$ cat src/hdl/iwdt_regs.svh
// Register offsets, field positions, reset values and command codes.
`ifndef IWDT_REGS_SVH
`define IWDT_REGS_SVH

// ---------------------------------------------------------------
// Register offsets
// ---------------------------------------------------------------
`define COMMAND_KEY_OFFSET    8'h00
`define PRESCALE_SELECT_OFFSET 8'h04
`define RELOAD_VALUE_OFFSET   8'h08
`define UPDATE_FLAGS_OFFSET   8'h0c
`define REFRESH_LIMIT_OFFSET  8'h10
`define CONTROL_OFFSET        8'h14
`define COUNTER_OFFSET        8'h18

// ---------------------------------------------------------------
// Fields and reset values
// ---------------------------------------------------------------
`define PRESCALE_UPDATE_BIT   0
`define RELOAD_UPDATE_BIT     1
`define LIMIT_UPDATE_BIT      2
`define PRESCALE_RESET        3'h0
`define RELOAD_RESET          12'hfff
`define LIMIT_RESET           12'hfff
`define FLAGS_RESET           3'h0

// ---------------------------------------------------------------
// Key codes and timing
// ---------------------------------------------------------------
`define KEY_UNLOCK            16'h5555
`define KEY_REFRESH           16'haaaa
`define KEY_START             16'hcccc
`define SYNC_CYCLES           4'h4

`endif

$ cat src/hdl/iwdt_pkg.sv
// Types shared by the watchdog register block.
package iwdt_pkg;

	typedef struct packed {
		logic [7:0]  addr;
		logic [31:0] wdata;
		logic        wr;
		logic        rd;
	} bus_req_t;

	typedef enum logic [1:0] {
		upd_prescale,
		upd_reload,
		upd_limit
	} upd_kind_t;

endpackage

$ cat src/hdl/update_tracker.sv
// Busy flag that tracks one setting's transfer into the counter domain.
`timescale 1ns/10ps
`include "iwdt_regs.svh"
module update_tracker
	import iwdt_pkg::*;
(
	input  wire logic clock_i,
	input  wire logic sys_rst_i,
	input  wire logic start_i,
	output logic      busy_o,
	output logic      done_o
);

	logic [3:0] count;

	// The transfer takes a fixed number of cycles, modelling the
	// synchroniser delay into the slow watchdog clock domain.
	always_ff @(posedge clock_i) begin
		if (sys_rst_i) begin
			count <= 4'h0;
		end else if (start_i && count == 4'h0) begin
			count <= `SYNC_CYCLES;
		end else if (count != 4'h0) begin
			count <= count - 4'h1;
		end
	end

	assign busy_o = (count != 4'h0);
	assign done_o = (count == 4'h1);

endmodule // update_tracker

$ cat src/hdl/iwdt_config_regs.sv
// Register side and down counter of the independent watchdog.
//
// Notes on behaviour
// - Prescale code 0..6 divides watchdog clock by 4 up to 256, doubling.
// - Prescale writes are ignored unless the unlock key was written.
// - New prescale value is accepted only while its update flag is clear.
// - 12-bit reload value, resets to all ones, loaded on refresh key.
// - Reload value may change only while its update flag is clear.
// - Status bit 0 is high while a prescale update propagates.
// - Status bit 1 is high while a reload value transfer is under way.
// - Status bit 2 is high while a window value update is under way.
// - 12-bit window value, resets to all ones, changes only if flag clear.
// - Writing the window value also sets the counter start value.
// - Refresh with counter at or below window is safe, when window on.
// - Window reads return the counter-domain copy.
// - Status resets to zero, kept in standby; reload and window values reset in standby, prescale kept.
// - Key codes unlock, refresh, start; any value but unlock relocks.
// - Counter expiry without refresh raises the system reset.
`timescale 1ns/10ps
`include "iwdt_regs.svh"
module iwdt_config_regs
	import iwdt_pkg::*;
#(
	parameter int CNT_W = 12
)(
	input  wire logic        clock_i,
	input  wire logic        sys_rst_i,
	input  wire logic        standby_rst_i,
	input  wire logic        hw_start_i,
	input  wire logic [7:0]  addr_i,
	input  wire logic [31:0] wdata_i,
	input  wire logic        wr_i,
	input  wire logic        rd_i,
	output logic [31:0]      rdata_o,
	output logic             wdt_reset_o,
	output logic             running_o
);

	// -----------------------------------------------------------
	// Decode
	// -----------------------------------------------------------
	bus_req_t req;
	assign req = '{addr: addr_i, wdata: wdata_i, wr: wr_i, rd: rd_i};

	function automatic logic hit(input logic [7:0] a, input logic [7:0] o);
		return a == o;
	endfunction

	// Divider ratio minus one for a prescale code; code 7 is taken as 256.
	function automatic logic [7:0] div_last(input logic [2:0] code);
		logic [8:0] d;
		d = 9'h004 << ((code > 3'h6) ? 3'h6 : code);
		return 8'(d - 9'h001);
	endfunction

	// Protected write: a bus write to the offset while open and idle.
	function automatic logic prot_wr(
		input logic       wr,
		input logic       is_open,
		input logic       busy,
		input logic [7:0] a,
		input logic [7:0] o
	);
		return wr && is_open && !busy && a == o;
	endfunction

	logic        key_wr;
	logic        unlocked;
	logic        refresh_cmd;
	logic        start_cmd;
	logic        psc_wr;
	logic        rld_wr;
	logic        lim_wr;
	assign key_wr      = req.wr && hit(req.addr, `COMMAND_KEY_OFFSET);
	assign refresh_cmd = key_wr && req.wdata[15:0] == `KEY_REFRESH;
	assign start_cmd   = key_wr && req.wdata[15:0] == `KEY_START;

	// -----------------------------------------------------------
	// Key register
	// -----------------------------------------------------------
	logic next_unlocked;

	// Any key other than the unlock code closes the protected registers.
	always_comb begin
		next_unlocked = unlocked;
		if (key_wr) begin
			next_unlocked = (req.wdata[15:0] == `KEY_UNLOCK);
		end
	end

	always_ff @(posedge clock_i) begin
		if (sys_rst_i || standby_rst_i) begin
			unlocked <= 1'b0;
		end else begin
			unlocked <= next_unlocked;
		end
	end

	// -----------------------------------------------------------
	// Update trackers
	// -----------------------------------------------------------
	logic psc_busy;
	logic rld_busy;
	logic lim_busy;
	logic psc_done;
	logic rld_done;
	logic lim_done;

	// Writes during a transfer are dropped, not queued.
	assign psc_wr = prot_wr(req.wr, unlocked, psc_busy, req.addr,
		`PRESCALE_SELECT_OFFSET);
	assign rld_wr = prot_wr(req.wr, unlocked, rld_busy, req.addr,
		`RELOAD_VALUE_OFFSET);
	assign lim_wr = prot_wr(req.wr, unlocked, lim_busy, req.addr,
		`REFRESH_LIMIT_OFFSET);

	// Trackers only take the system reset so status survives standby.
	update_tracker u_psc (
		.clock_i   (clock_i),
		.sys_rst_i (sys_rst_i),
		.start_i   (psc_wr),
		.busy_o    (psc_busy),
		.done_o    (psc_done)
	);
	update_tracker u_rld (
		.clock_i   (clock_i),
		.sys_rst_i (sys_rst_i),
		.start_i   (rld_wr),
		.busy_o    (rld_busy),
		.done_o    (rld_done)
	);
	update_tracker u_lim (
		.clock_i   (clock_i),
		.sys_rst_i (sys_rst_i),
		.start_i   (lim_wr),
		.busy_o    (lim_busy),
		.done_o    (lim_done)
	);

	// -----------------------------------------------------------
	// Status flags
	// -----------------------------------------------------------
	logic [2:0] busy_flags;

	// Flags follow the trackers alone, so standby leaves them intact.
	always_comb begin
		busy_flags                       = `FLAGS_RESET;
		busy_flags[`PRESCALE_UPDATE_BIT] = psc_busy;
		busy_flags[`RELOAD_UPDATE_BIT]   = rld_busy;
		busy_flags[`LIMIT_UPDATE_BIT]    = lim_busy;
	end

	// -----------------------------------------------------------
	// Bus-side shadow registers
	// -----------------------------------------------------------
	logic [2:0]       prescale_code;
	logic [CNT_W-1:0] reload_field;
	logic [CNT_W-1:0] refresh_limit_field;

	// The prescale code keeps its value across standby.
	always_ff @(posedge clock_i) begin
		if (sys_rst_i) begin
			prescale_code <= `PRESCALE_RESET;
		end else if (psc_wr) begin
			prescale_code <= req.wdata[2:0];
		end
	end

	always_ff @(posedge clock_i) begin
		if (sys_rst_i || standby_rst_i) begin
			reload_field <= CNT_W'(`RELOAD_RESET);
		end else if (rld_wr) begin
			reload_field <= req.wdata[CNT_W-1:0];
		end
	end

	always_ff @(posedge clock_i) begin
		if (sys_rst_i || standby_rst_i) begin
			refresh_limit_field <= CNT_W'(`LIMIT_RESET);
		end else if (lim_wr) begin
			refresh_limit_field <= req.wdata[CNT_W-1:0];
		end
	end

	// -----------------------------------------------------------
	// Counter-domain copies, taken when each transfer completes
	// -----------------------------------------------------------
	logic [2:0]       cnt_psc;
	logic [CNT_W-1:0] cnt_rld;
	logic [CNT_W-1:0] cnt_lim;
	logic             window_on;

	always_ff @(posedge clock_i) begin
		if (sys_rst_i) begin
			cnt_psc <= `PRESCALE_RESET;
		end else if (psc_done) begin
			cnt_psc <= prescale_code;
		end
	end

	always_ff @(posedge clock_i) begin
		if (sys_rst_i || standby_rst_i) begin
			cnt_rld <= CNT_W'(`RELOAD_RESET);
		end else if (rld_done) begin
			cnt_rld <= reload_field;
		end
	end

	// The window stays disabled until software first writes it.
	always_ff @(posedge clock_i) begin
		if (sys_rst_i || standby_rst_i) begin
			cnt_lim   <= CNT_W'(`LIMIT_RESET);
			window_on <= 1'b0;
		end else if (lim_done) begin
			cnt_lim   <= refresh_limit_field;
			window_on <= 1'b1;
		end
	end

	// -----------------------------------------------------------
	// Prescaler and down counter
	// -----------------------------------------------------------
	logic [7:0]       div_cnt;
	logic [7:0]       next_div_cnt;
	logic             tick;
	logic             next_running;
	logic [CNT_W-1:0] counter;
	logic [CNT_W-1:0] next_counter;
	logic             in_window;
	logic             early_refresh;
	logic             expired;

	assign tick = running_o && div_cnt == div_last(cnt_psc);

	always_comb begin
		next_div_cnt = div_cnt + 8'h01;
		if (!running_o || tick) begin
			next_div_cnt = 8'h00;
		end
	end

	always_ff @(posedge clock_i) begin
		if (sys_rst_i || standby_rst_i) begin
			div_cnt <= 8'h00;
		end else begin
			div_cnt <= next_div_cnt;
		end
	end

	// The strap starts the counter after reset with no key at all, and
	// no key can stop a running counter.
	always_comb begin
		next_running = running_o;
		if (start_cmd || hw_start_i) begin
			next_running = 1'b1;
		end
	end

	always_ff @(posedge clock_i) begin
		if (sys_rst_i || standby_rst_i) begin
			running_o <= 1'b0;
		end else begin
			running_o <= next_running;
		end
	end

	// A window update takes priority over a refresh in the same cycle.
	always_comb begin
		next_counter = counter;
		if (lim_done) begin
			next_counter = refresh_limit_field;
		end else if (refresh_cmd) begin
			next_counter = cnt_rld;
		end else if (tick && counter != '0) begin
			next_counter = counter - CNT_W'(1);
		end
	end

	always_ff @(posedge clock_i) begin
		if (sys_rst_i || standby_rst_i) begin
			counter <= CNT_W'(`RELOAD_RESET);
		end else begin
			counter <= next_counter;
		end
	end

	// Without an enabled window every refresh is in time.
	assign in_window     = !window_on || counter <= cnt_lim;
	assign early_refresh = refresh_cmd && running_o && !in_window;
	assign expired       = tick && counter == '0 && !refresh_cmd;

	// A request that is already high is not repeated, so each pulse lasts
	// one cycle and a run of back-to-back faults pulses every other cycle.
	always_ff @(posedge clock_i) begin
		if (sys_rst_i || standby_rst_i) begin
			wdt_reset_o <= 1'b0;
		end else begin
			wdt_reset_o <= !wdt_reset_o && (early_refresh || expired);
		end
	end

	// -----------------------------------------------------------
	// Read mux
	// -----------------------------------------------------------
	logic [2:0]  ctrl_bits;
	logic [31:0] next_rdata;

	always_comb begin
		ctrl_bits    = 3'h0;
		ctrl_bits[0] = running_o;
		ctrl_bits[1] = unlocked;
		ctrl_bits[2] = window_on;
	end

	always_comb begin
		next_rdata = 32'h0000_0000;
		case (req.addr)
			`PRESCALE_SELECT_OFFSET: next_rdata[2:0] = prescale_code;
			`RELOAD_VALUE_OFFSET:    next_rdata[CNT_W-1:0] = reload_field;
			`UPDATE_FLAGS_OFFSET:    next_rdata[2:0] = busy_flags;
			`REFRESH_LIMIT_OFFSET:   next_rdata[CNT_W-1:0] = cnt_lim;
			`CONTROL_OFFSET:         next_rdata[2:0] = ctrl_bits;
			`COUNTER_OFFSET:         next_rdata[CNT_W-1:0] = counter;
			default:                 next_rdata = 32'h0000_0000;
		endcase
	end

	// Read data stand for one cycle only, so idle cycles read as zero.
	always_ff @(posedge clock_i) begin
		if (sys_rst_i) begin
			rdata_o <= 32'h0000_0000;
		end else if (req.rd) begin
			rdata_o <= next_rdata;
		end else begin
			rdata_o <= 32'h0000_0000;
		end
	end

endmodule // iwdt_config_regs

$ cat config.mk
export PLATFORM = sky130hd
export DESIGN_NAME = iwdt_config_regs
export DESIGN_NICKNAME = d
export VERILOG_FILES = /design/src/hdl/iwdt_pkg.sv /design/src/hdl/update_tracker.sv /design/src/hdl/iwdt_config_regs.sv
export VERILOG_INCLUDE_DIRS = /design/src /design/src/hdl
export SDC_FILE = /design/constraint.sdc
export NUM_CORES = 1
export LEC_CHECK = 0
export ABC_CLOCK_PERIOD_IN_PS = 3110
export BUFFER_PORTS_ARGS = -buffer_cell sky130_fd_sc_hd__buf_2
export CORE_MARGIN = 8
export CORE_UTILIZATION = 55
export CTS_CLUSTER_SIZE = 12
export DETAILED_ROUTE_END_ITERATION = 8
export PLACE_DENSITY_LB_ADDON = 0.08
export SYNTH_ARGS = -nofsm -noshare
export SYNTH_HDL_FRONTEND = slang
export SYNTH_SLANG_ARGS = --single-unit
$ cat constraint.sdc
create_clock -name clock_i -period 3.11 [get_ports clock_i]
set_input_delay 0.4665 -clock clock_i [delete_from_list [all_inputs] [get_ports clock_i]]
set_output_delay 0.4665 -clock clock_i [all_outputs]
set_load 0.01 [all_outputs]
# Word level (Yosys, flattened, before mapping)
# Index checks and enable logic that the tools add are counted.
[word_totals] register_bits=122 wordCells=106
[classes] n_eq_ne=13 n_mux=12 shift=1 n_bitwise=1 reduce_logical=51 n_lt_le_gt_ge=2 add_sub_neg=6
[op_table] operator="12-bit two-way mux" count=3
[op_table] operator="16-bit == test (second input constant)" count=2
[op_table] operator="9-bit case mux with 3 select lines" count=1
[op_table] operator="8-bit by 5-bit == test with 1-bit output (second input constant)" count=3
[op_table] operator="3-bit two-way mux" count=7
[op_table] operator="1-bit logical AND" count=20
[op_table] operator="3-bit case mux with 6 select lines" count=1
[op_table] operator="16-bit by 15-bit == test with 1-bit output (second input constant)" count=1
[op_table] operator="8-bit by 4-bit == test with 1-bit output (second input constant)" count=2
[op_table] operator="4-bit by 1-bit == test with 1-bit output (second input constant)" count=3
[op_table] operator="12-bit <= comparator" count=1
[op_table] operator="12-bit zero test" count=1
[op_table] operator="4-bit zero test" count=3
[op_table] operator="12-bit nonzero test" count=1
[op_table] operator="4-bit nonzero test" count=3
[op_table] operator="12-bit by 1-bit subtractor with 12-bit output (second input constant)" count=1
[op_table] operator="4-bit by 1-bit subtractor with 4-bit output (second input constant)" count=3
[op_table] operator="2-bit OR reduction" count=5
[op_table] operator="8-bit by 1-bit adder with 8-bit output (second input constant)" count=1
[op_table] operator="8-bit by 3-bit == test with 1-bit output (second input constant)" count=1
[op_table] operator="8-bit == test" count=1
[op_table] operator="1-bit zero test" count=8
[op_table] operator="8-bit zero test" count=1
[op_table] operator="3-bit by 3-bit << shifter with 8-bit output (first input constant)" count=1
[op_table] operator="6 further kinds" count=12

# Depth between registers and ports, before layout
# Gate-level depths: netlist (run 1).
[depth] depth_word=10 depth_mapped=8 mapped_depth_nobuf=8

# Hierarchy
# From an unflattened synthesis (run 1), not the netlist that was laid out.
[unflattened] hier_cells=607 area_unflattened_um2=5103.6
[modules_own_cells] module="iwdt_config_regs" instances=1 seq_area_each_um2=1801.7 cells_per_inst=541 area_each_um2=4465.5
[modules_own_cells] module="update_tracker" instances=3 seq_area_each_um2=80.1 cells_per_inst=22 area_each_um2=212.7

# Worst setup path after synthesis (run 1)
# No wires, ideal clock.
[synth_timing] path_kind="in2reg" startpoint="input wdata_i[2]" endpoint="register counter[10]" slack_ns=0.661 arrival_ns=2.368 cell_stages=7 n_path_buf=2 required_ns=3.029 path_cell_list="or4b_1 > or4_4 > or2_1 > buf_6 > buf_8 > a211o_1 > a41oi_1"
[synth_between] elab_chain_cells=4 word_cells_on_any_way=5
[synth_lines] element="start, declared" line_no="iwdt_config_regs.sv:31" text="input wire logic [31:0] wdata_i,"
[synth_lines] element="16-bit == test (no source line) (*)"
[synth_lines] element="1-bit logical AND (no source line) (*)"
[synth_lines] element="12-bit two-way mux" line_no="iwdt_config_regs.sv:272" text="end else if (refresh_cmd) begin"
[synth_lines] element="12-bit two-way mux" line_no="iwdt_config_regs.sv:270" text="if (lim_done) begin"
[synth_lines] element="end signal, assigned" line_no="iwdt_config_regs.sv:281" text="counter <= CNT_W'(`RELOAD_RESET);"
[synth_lines] element="end signal, assigned" line_no="iwdt_config_regs.sv:283" text="counter <= next_counter;"
[synth_lines] element="end, declared" line_no="iwdt_config_regs.sv:227" text="logic [CNT_W-1:0] counter;"
# Every way passes the cells marked *; elsewhere a longest branch is shown, timed or not.
# A chain may end at the register's enable or synchronous reset.

# Worst setup path after layout (run 1)
[layout_timing] startpoint="register counter[0]" endpoint="register counter[1]"
[layout_between] elab_chain_cells=4 word_cells_on_any_way=7
[layout_lines] element="12-bit by 1-bit subtractor with 12-bit output" line_no="iwdt_config_regs.sv:275" text="next_counter = counter - CNT_W'(1);"
[layout_lines] element="12-bit two-way mux" line_no="iwdt_config_regs.sv:274" text="end else if (tick && counter != '0) begin"
[layout_lines] element="12-bit two-way mux" line_no="iwdt_config_regs.sv:272"
[layout_lines] element="12-bit two-way mux" line_no="iwdt_config_regs.sv:270"
# Several ways; a longest one is shown, not always the timed one. The select of a mux whose other input is x is not followed.

==> flow_summary.ini, run 1 <==
[sta]
setup_viol = 0
finalCriticalPeriod_ps = 2690
rsz0062_at_grt = no
slew_violations = 0
clock_skew_ps = 12.9
hold_viol = 0
maxSlewHeadroom = 0.396
worstMarginPinSlew_ps = 903
max_freq_mhz = 372
finalWorstSetupSlack_ps = 419
tns_ps = 0
finalCritPeriodShare = 0.865

[global_route]
grt_pass1_wl_um = 20900
grt.total_usage = 0.205
antenna_found_initial = 0
overflow = 0
grt_max_degree = 43
grt_pass1_vias = 4177

[clocking]
cts-root-buf = clkbuf_8
numClockSinks = 102
cts_hold_buf = 0
clk_pin_slew_ps = 100
cts_resized = 0
clk_latency_ps = 370
cts_tree = done
cts_setup_buffers = 0
numCtsBuffers = 9
clockBufferDepth = 2
h-tree-depth = 3

[die]
io_pins = 80
design.core.area_mm2 = 0.00906
die_area_mm2 = 0.0125
rows = 35
die_width_um = 112
die_h_um = 112
start_util = 0.554

[place]
pre_cts_slack_ps = 364
dp_hpwl_um = 9560
dpl_cell_area_mm2 = 0.00529
portBuffers = 43
place.gp.congestion = 0.836

[yosys]
ys_types = 62
synthCells = 607
synth_top_cell_by_area = dfxtp_1
synth-edff-count = 0
netlist_area_mm2 = 0.00503
synth-async-reset-ratio = 0
yosysTopAreaCellShare = 0.406
yosys_register_bits = 102
yosysSeqAreaShare = 0.406
synthTopCellsByArea = dfxtp_1, nand2_1, ha_1
avgSynthCellArea_um2 = 8.28
yosys_warnings = 0
ys.flop_type = dfxtp_1

[cells_and_area]
layout.nets = 712
drive_gt1_frac = 0.124
fin_area_mm2 = 0.00548
fin_util = 0.604
layout_common_cells = nand2_1, dfxtp_1, nor2_1, nand3_1, buf_2
num_antenna_cells = 0
final_common_cell = nand2_1
area_growth_pct = 8.94

[drt]
vias_per_cell = 5.84
wl_per_cell_um = 16.8
num_vias = 4448
wirelength_um = 12800
ant_nets = 0
dr.first_iter.drc_count = 360
firstDrtPassIters = 8
drc = 0

[worst_setup_path]
start_kind = flip-flop
path_class = reg -> reg
endpoint_kind = flip-flop
arrival_ps = 3000
worstPathMaxFanout = 10
required_ps = 3420

[run_status]
outcome = completed

[power_and_ir_drop]
p_leak_nw = 2.39
total_power_w = 0.00333
power_density_mw_per_mm2 = 609
vdd_drop_max_mv = 0.351

[worst_hold_path]
hp-class = in -> reg

[run]
maxCapViolations = 0
-- metal layers --
metal / part of all wire / track usage / wire length, µm / vias up
li1: - / - / - / 2191
met1: 0.46 / 0.273 / 5860 / 2073
met2: 0.45 / 0.328 / 5750 / 169
met3: 0.081 / 0.0444 / 1030 / 15
met4: 0.010 / 0.0520 / 133 / 0
met5: 0 / 0 / 0 / -
-- kinds of logic (layout without fill, tap and decap cells) --
kind of cell / Yosys count / count (layout) / synth area share
compound gates: 104 / 104 / 0.149
xor+xnor: 16 / 16 / 0.0279
fa+ha+maj: 20 / 20 / 0.0498
buf+inv: 72 / 97 / 0.0724
flops: 102 / 102 / 0.406
mux: 14 / 14 / 0.0284
other cells: 1 / 20 / 0.000746
simple gates: 278 / 278 / 0.265
-- area by class of cell --
type	count	area (µm²)
tap	111	139
multi-input combinational	452	2700
clock buffer	11	141
timing repair buffer	56	313
clock inverter	5	47.5
fill	839	3590
sequential	102	2040
inverter	25	93.8
-- report_power, final --
| group | leakage, nW | switching [W] | internal [W] |
|---|---|---|---|
| clock | 0.0944 | 0.000484 | 0.000331 |
| sequential | 0.828 | 0.0000931 | 0.00142 |
| combinational | 1.46 | 0.000625 | 0.000376 |
| total | 2.39 | 0.00120 | 0.00213 |
-- final timing paths --
check	start	depth (start not counted)	slack, ps	endpoint
setup reg to reg	counter[0]$_SDFFE_PP1P_	8	420	counter[1]$_SDFFE_PP1P_
setup / recovery	counter[0]$_SDFFE_PP1P_	8	420	counter[1]$_SDFFE_PP1P_
hold / removal	hw_start_i	2	320	running_o$_SDFFE_PP0P_
hold reg to reg	cnt_rld[3]$_SDFFE_PP1P_	2	480	cnt_rld[3]$_SDFFE_PP1P_
-- cells in the mapped netlist, drive strengths merged, types with 5 or more instances --
library cell / number
a21oi: 18
a222oi: 9
a22oi: 5
and2: 6
buf: 22
clkbuf: 25
dfxtp: 102
ha: 20
inv: 25
mux2i: 12
nand2: 103
nand3: 48
nand4: 6
nor2: 54
nor2b: 7
nor3: 18
nor4: 5
o211ai: 14
o21ai: 23
o22a: 10
xnor2: 10
xor2: 6
-- worst max-delay path: stages, from the launching register on --
cell and delay [ps]:
dfxtp_1 380, inv_1 100, ha_1 200, or4b_1 570, or4_4 480, and2_4 180
and4_4 200, o21ai_4 320, o22a_1 200
-- flip-flops by register name (all words and copies together), names as in the netlist, 8 cells and up --
register             cells
cnt_lim                 12
cnt_rld                 12
counter                 12
div_cnt                  8
rdata_o                 12
refresh_limit_field     12
reload_field            12
-- stage by stage --
| stage | std cells | hold slack (ps) |
|---|---|---|
| floorplan | 626 | 435 |
| global placement | 746 | 453 |
| detailed placement | 746 | 459 |
| CTS | 762 | 319 |
| global route | 762 | 332 |
| finish | 762 | 325 |
No activity file was read; power rests on OpenSTA's default activity.
==> run 2: changes to the inputs <==
--- a/config.mk
+++ b/config.mk
@@ -6,6 +6,7 @@
 export SDC_FILE = /design/constraint.sdc
 export NUM_CORES = 1
 export LEC_CHECK = 0
+export ABC_AREA = 1
 export ABC_CLOCK_PERIOD_IN_PS = 3110
 export BUFFER_PORTS_ARGS = -buffer_cell sky130_fd_sc_hd__buf_2
 export CORE_MARGIN = 8
==> run 2 against run 1 <==
  * Critical endpoint is now counter[6]$_SDFFE_PP1P_
  * Sequential power is 4% higher
  * Power is 16% higher
  * Critical path type unchanged
  * Fmax is 27% higher
  * Highest routed layer unchanged
  * Hold slack better by 22 ps
==> flow_summary.ini, run 2 <==
[worst_hold_path]
hp-start = wdata_i[5]
hp-class = in -> reg

[global_route]
grt_max_degree = 33
grt.total_usage = 0.217
grt_pass1_vias = 4848
overflow = 0
antenna_found_initial = 0
grt_pass1_wl_um = 23200

[yosys]
yosysSeqAreaShare = 0.367
ys_types = 45
synthCells = 796
ys.flop_type = dfxtp_1
synth_top_cell_by_area = dfxtp_1
synth-async-reset-ratio = 0
synthTopCellsByArea = dfxtp_1, nand2_1, nand3_1
yosys_warnings = 0
yosys_register_bits = 102
synth_common_cells = nand2_1, dfxtp_1, inv_1, nor2_1, nand3_1
netlist_area_mm2 = 0.00557
avgSynthCellArea_um2 = 7.00
yosysTopAreaCellShare = 0.367
synth.most_common_cell = nand2_1
synth-edff-count = 0

[run_status]
outcome = completed

[clocking]
clk_pin_slew_ps = 90
cts_setup_buffers = 0
clk_latency_ps = 390
cts_tree = done
cts-root-buf = clkbuf_8
numCtsBuffers = 9
clockBufferDepth = 2
cts_hold_buf = 0
h-tree-depth = 3
cts_resized = 0
numClockSinks = 102

[worst_setup_path]
required_ps = 3370
r2r-start = counter[0]$_SDFFE_PP1P_
path_class = reg -> reg
endpoint_kind = flip-flop
arrival_ps = 2370
worstPathMaxFanout = 14
start_kind = flip-flop
worstSetupStartpoint = counter[0]$_SDFFE_PP1P_

[die]
die_area_mm2 = 0.0136
io_pins = 80
design.core.area_mm2 = 0.00982
die_width_um = 117
start_util = 0.567
die_h_um = 117
rows = 36

[power_and_ir_drop]
power_density_mw_per_mm2 = 645
pwr-share-clk = 0.232
vdd_drop_max_mv = 0.436
p_sw_w = 0.00152
p_sw_frac = 0.393
p_leak_nw = 3.17
internal_power_w = 0.00235
pwr-share-comb = 0.359
p_seq_frac = 0.409

[sta]
max_freq_mhz = 473
setup_viol = 0
holdWs_ps = 347
worstMarginPinSlew_ps = 746
finalCritPeriodShare = 0.680
slew_violations = 0
tns_ps = 0
maxSlewHeadroom = 0.501
clock_skew_ps = 19.1
hold_viol = 0
finalCriticalPeriod_ps = 2110
rsz0062_at_grt = no
finalWorstSetupSlack_ps = 996

[drt]
wirelength_um = 14200
drc = 0
vias_per_cell = 5.29
ant_nets = 0
num_vias = 5122
wl_per_cell_um = 14.7
dr.first_iter.drc_count = 406
firstDrtPassIters = 5

[cells_and_area]
num_antenna_cells = 0
layout.nets = 897
drive_gt1_frac = 0.121
stdcell_count = 969
layout_common_cells = nand2_1, dfxtp_1, inv_1, nor2_1, nand3_1
final_common_cell = nand2_1
area_growth_pct = 7.80

[place]
placed_cells = 953
pre_cts_slack_ps = 811
portBuffers = 43
place.gp.congestion = 0.908
dp_hpwl_um = 10800

[run]
maxCapViolations = 0
[run 2: cell types whose count changed after synthesis, moves of 9 or more]
cell,change
nand2_1,+123
o211ai_1,+14
o22a_1,-10
nor3_1,-10
buf_2,+14
inv_1,+66
a21oi_1,+9
nor2_1,+23
o211ai_2,+9
clkbuf_1,-19
nand3_1,+25
a222oi_1,-9
mux2i_1,-12
xnor2_1,-10
[run 2: cells by family after synthesis]
logic type,Yosys count,synth area share
AOI/OAI and AO/OA,105,0.132
other,1,0.000673
DFF,102,0.367
buffers and inverters,143,0.117
and+or+nand+nor,418,0.328
xor gates and xnor gates,7,0.0110
adders and majority gates,20,0.0449
[run 2: final timing paths]
kind	end	slack (ps)	cells past startpoint
setup / recovery	counter[6]$_SDFFE_PP1P_	1000	9
hold / removal	reload_field[5]$_SDFFE_PP1P_	350	3
setup reg to reg	counter[6]$_SDFFE_PP1P_	1000	9
hold reg to reg	div_cnt[0]$_SDFF_PP0_	460	1
[run 2: cell type report]
type	count	area, µm²
fillers	985	3820
multi-input cells	570	2950
flip-flops and latches	102	2040
inverters	100	375
repair buffers	48	253
well taps	133	166
clock buffers	11	151
clock inverters	5	63.8
[run 2: metrics by stage]
step	utilization	total power [W]	instance area, µm²
6_report	0.611	0.00387	6000
5_1_grt	0.611	0.00416	6000
4_1_cts	0.611	0.00388	6000
3_5_place_dp	0.589	0.00298	5790
3_3_place_gp	0.589	0.00293	5790
2_1_floorplan	-	0.00267	5640
[run 2: worst max-delay path, stage by stage, from the launching register on]
cell     delay, ps
dfxtp_1        330
inv_1          150
ha_1           240
nand3_1        200
nor2_1         180
nand3_1        120
nand4_2        340
nand2_2        240
nand2_1        120
nand3_1         60
[run 2: routing by layer]
| layer | track usage | vias up | part of all wire |
|---|---|---|---|
| met5 | 0 | - | 0 |
| met4 | 0.0776 | 0 | 0.016 |
| met3 | 0.0558 | 17 | 0.070 |
| met2 | 0.343 | 166 | 0.46 |
| met1 | 0.281 | 2329 | 0.46 |
| li1 | - | 2610 | - |
[run 2: power groups by stage]
| stage | combinational [W] | clock, W | sequential [W] |
|---|---|---|---|
| detailed placement | 0.00137 | 0 | 0.00161 |
| global route | 0.00159 | 0.000966 | 0.00160 |
| finish | 0.00139 | 0.000897 | 0.00158 |
| CTS | 0.00138 | 0.000913 | 0.00158 |
| global placement | 0.00133 | 0 | 0.00160 |
| floorplan | 0.00109 | 0 | 0.00158 |
==> run 3: changes to the inputs <==
--- a/config.mk
+++ b/config.mk
@@ -7,7 +7,7 @@
 export NUM_CORES = 1
 export LEC_CHECK = 0
 export ABC_AREA = 1
-export ABC_CLOCK_PERIOD_IN_PS = 3110
+export ABC_CLOCK_PERIOD_IN_PS = 2000
 export BUFFER_PORTS_ARGS = -buffer_cell sky130_fd_sc_hd__buf_2
 export CORE_MARGIN = 8
 export CORE_UTILIZATION = 55
==> constraint.sdc (replaced) <==
create_clock -name clock_i -period 2 [get_ports clock_i]
set_input_delay 0.3 -clock clock_i [delete_from_list [all_inputs] [get_ports clock_i]]
set_output_delay 0.3 -clock clock_i [all_outputs]
set_load 0.01 [all_outputs]
==> run 3 against run 2 <==
  * Sequential share of layout area is 0.75 points lower
  * Fmax is 18% higher
  * Power is 56% higher
  * Clock skew is 8.4 ps lower
==> flow_summary.ini, run 3 (synthesis gave the netlist of run 2 again) <==
[die]
design.core.area_mm2 = 0.00982
rows = 36
die_area_mm2 = 0.0136
start_util = 0.567
io_pins = 80
die_h_um = 117
die_width_um = 117

[sta]
max_freq_mhz = 558
slew_violations = 0
rsz0062_at_grt = no
finalWorstSetupSlack_ps = 207
maxSlewHeadroom = 0.669
setup_viol = 0
worstMarginPinSlew_ps = 492
finalCritPeriodShare = 0.897
finalCriticalPeriod_ps = 1790
clock_skew_ps = 10.7
tns_ps = 0
hold_viol = 0

[drt]
wirelength_um = 14700
num_vias = 5273
dr.first_iter.drc_count = 385
wl_per_cell_um = 14.8
drc = 0
firstDrtPassIters = 6
vias_per_cell = 5.34
ant_nets = 0

[clocking]
clk_pin_slew_ps = 100
clk_latency_ps = 370
clockBufferDepth = 2
cts-root-buf = clkbuf_8
cts_hold_buf = 0
cts_tree = done
h-tree-depth = 3
numClockSinks = 102
numCtsBuffers = 9

[power_and_ir_drop]
p_leak_nw = 3.24
power_density_mw_per_mm2 = 982
vdd_drop_max_mv = 0.722

[worst_setup_path]
start_kind = flip-flop
path_class = reg -> reg
worstSetupStartpoint = u_rld.count[0]$_SDFFE_PP0P_
r2r-start = u_rld.count[0]$_SDFFE_PP0P_
r2r_end = u_rld.count[1]$_SDFFE_PP0P_
r2r_slack_ps = 210
cp_cell_sequence = inv_1 -> ha_1 -> nand2_1 -> nor2_4 -> inv_1 -> nor3_4 -> inv_2 -> nand2_1 -> a21oi_1
worstPathMaxFanout = 20
endpoint_kind = flip-flop
critPathSlowestCell = dfxtp_1
crit_end = u_rld.count[1]$_SDFFE_PP0P_
arrival_ps = 2100
required_ps = 2300
cpPeakStageDelay_ps = 390
reg2reg_depth = 9

[run]
maxCapViolations = 0

[place]
portBuffers = 43
dp_hpwl_um = 11500
place.gp.congestion = 0.901
pre_cts_slack_ps = 137

[global_route]
grt_max_degree = 25
overflow = 0
grt_pass1_vias = 4974
grt_pass1_wl_um = 24000
grt.total_usage = 0.224
antenna_found_initial = 0

[cells_and_area]
layout_common_cells = nand2_1, dfxtp_1, inv_1, nor2_1, nand3_1
fillers = 953
final_common_cell = nand2_1
drive_gt1_frac = 0.138
layout.nets = 916
num_antenna_cells = 0
area_growth_pct = 10.2

[run_status]
outcome = completed

[worst_hold_path]
hp-class = in -> reg
==> run 3: cell types whose count changed in the layout (fill, tap and decap cells not counted), moves of 2 or more <==
cell,previous run,this run
clkinvlp_4,0,2
clkbuf_8,11,9
buf_4,5,23
clkbuf_1,0,2
==> run 3: per-layer routing <==
layer  part of all wire  GRT usage  vias to the layer above
met3              0.064     0.0419                       23
met1               0.47      0.291                     2420
met2               0.45      0.361                      173
met4              0.017     0.0828                        0
li1                   -          -                     2657
met5                  0          0                        -
==> run 3: what timing repair did <==
action / CTS / global route
gates resized for setup: 0 / 1
endpoints found under the hold margin: 0 / 0
setup buffers: 0 / 0
endpoints found under the setup margin: 0 / 1
==> run 3: where the power goes <==
group          internal [W]  switching (W)  total (W)
registers           0.00227       0.000201    0.00247
clock network      0.000583       0.000722    0.00130
logic              0.000765        0.00149    0.00226
total               0.00362        0.00241    0.00603
==> run 3: layout make-up <==
type                       instances  area [µm²]  share of cell area
timing repair buffer              67         408              0.0664
sequential                       102        2040               0.333
tap                              133         166              0.0271
inverter                         100         375              0.0611
multi-input combinational        570        2960               0.482
clock buffer                      11         131              0.0214
clock inverter                     5        58.8             0.00958
==> run 3: worst max-delay path, delay by kind of cell (launching register included) <==
kind | cells | cell delay [ps]
flops | 1 | 390
fa+ha+maj | 1 | 230
simple gates | 4 | 450
compound gates | 1 | 150
buf+inv | 3 | 530
==> run 3: through the flow <==
step	cell area (µm²)	total power (W)	instances	utilization	hold slack, ps
floorplan	5640	0.00415	815	-	418
global placement	5940	0.00462	972	0.605	430
detailed placement	5940	0.00472	972	0.605	448
CTS	6130	0.00601	988	0.625	179
global route	6140	0.00649	988	0.625	213
finish	6140	0.00603	988	0.625	195
==> run 3: worst min path at each step <==
stage                     depth (start not counted)                  start                           end  slack [ps]
after global routing                              3             wdata_i[5]  reload_field[5]$_SDFFE_PP1P_         210
after CTS                                         3             wdata_i[5]  reload_field[5]$_SDFFE_PP1P_         180
final                                             3             wdata_i[5]  reload_field[5]$_SDFFE_PP1P_         190
after global placement                            1  div_cnt[0]$_SDFF_PP0_         div_cnt[0]$_SDFF_PP0_         430
after floorplan                                   1  div_cnt[0]$_SDFF_PP0_         div_cnt[0]$_SDFF_PP0_         420
after detailed placement                          1  div_cnt[0]$_SDFF_PP0_         div_cnt[0]$_SDFF_PP0_         450
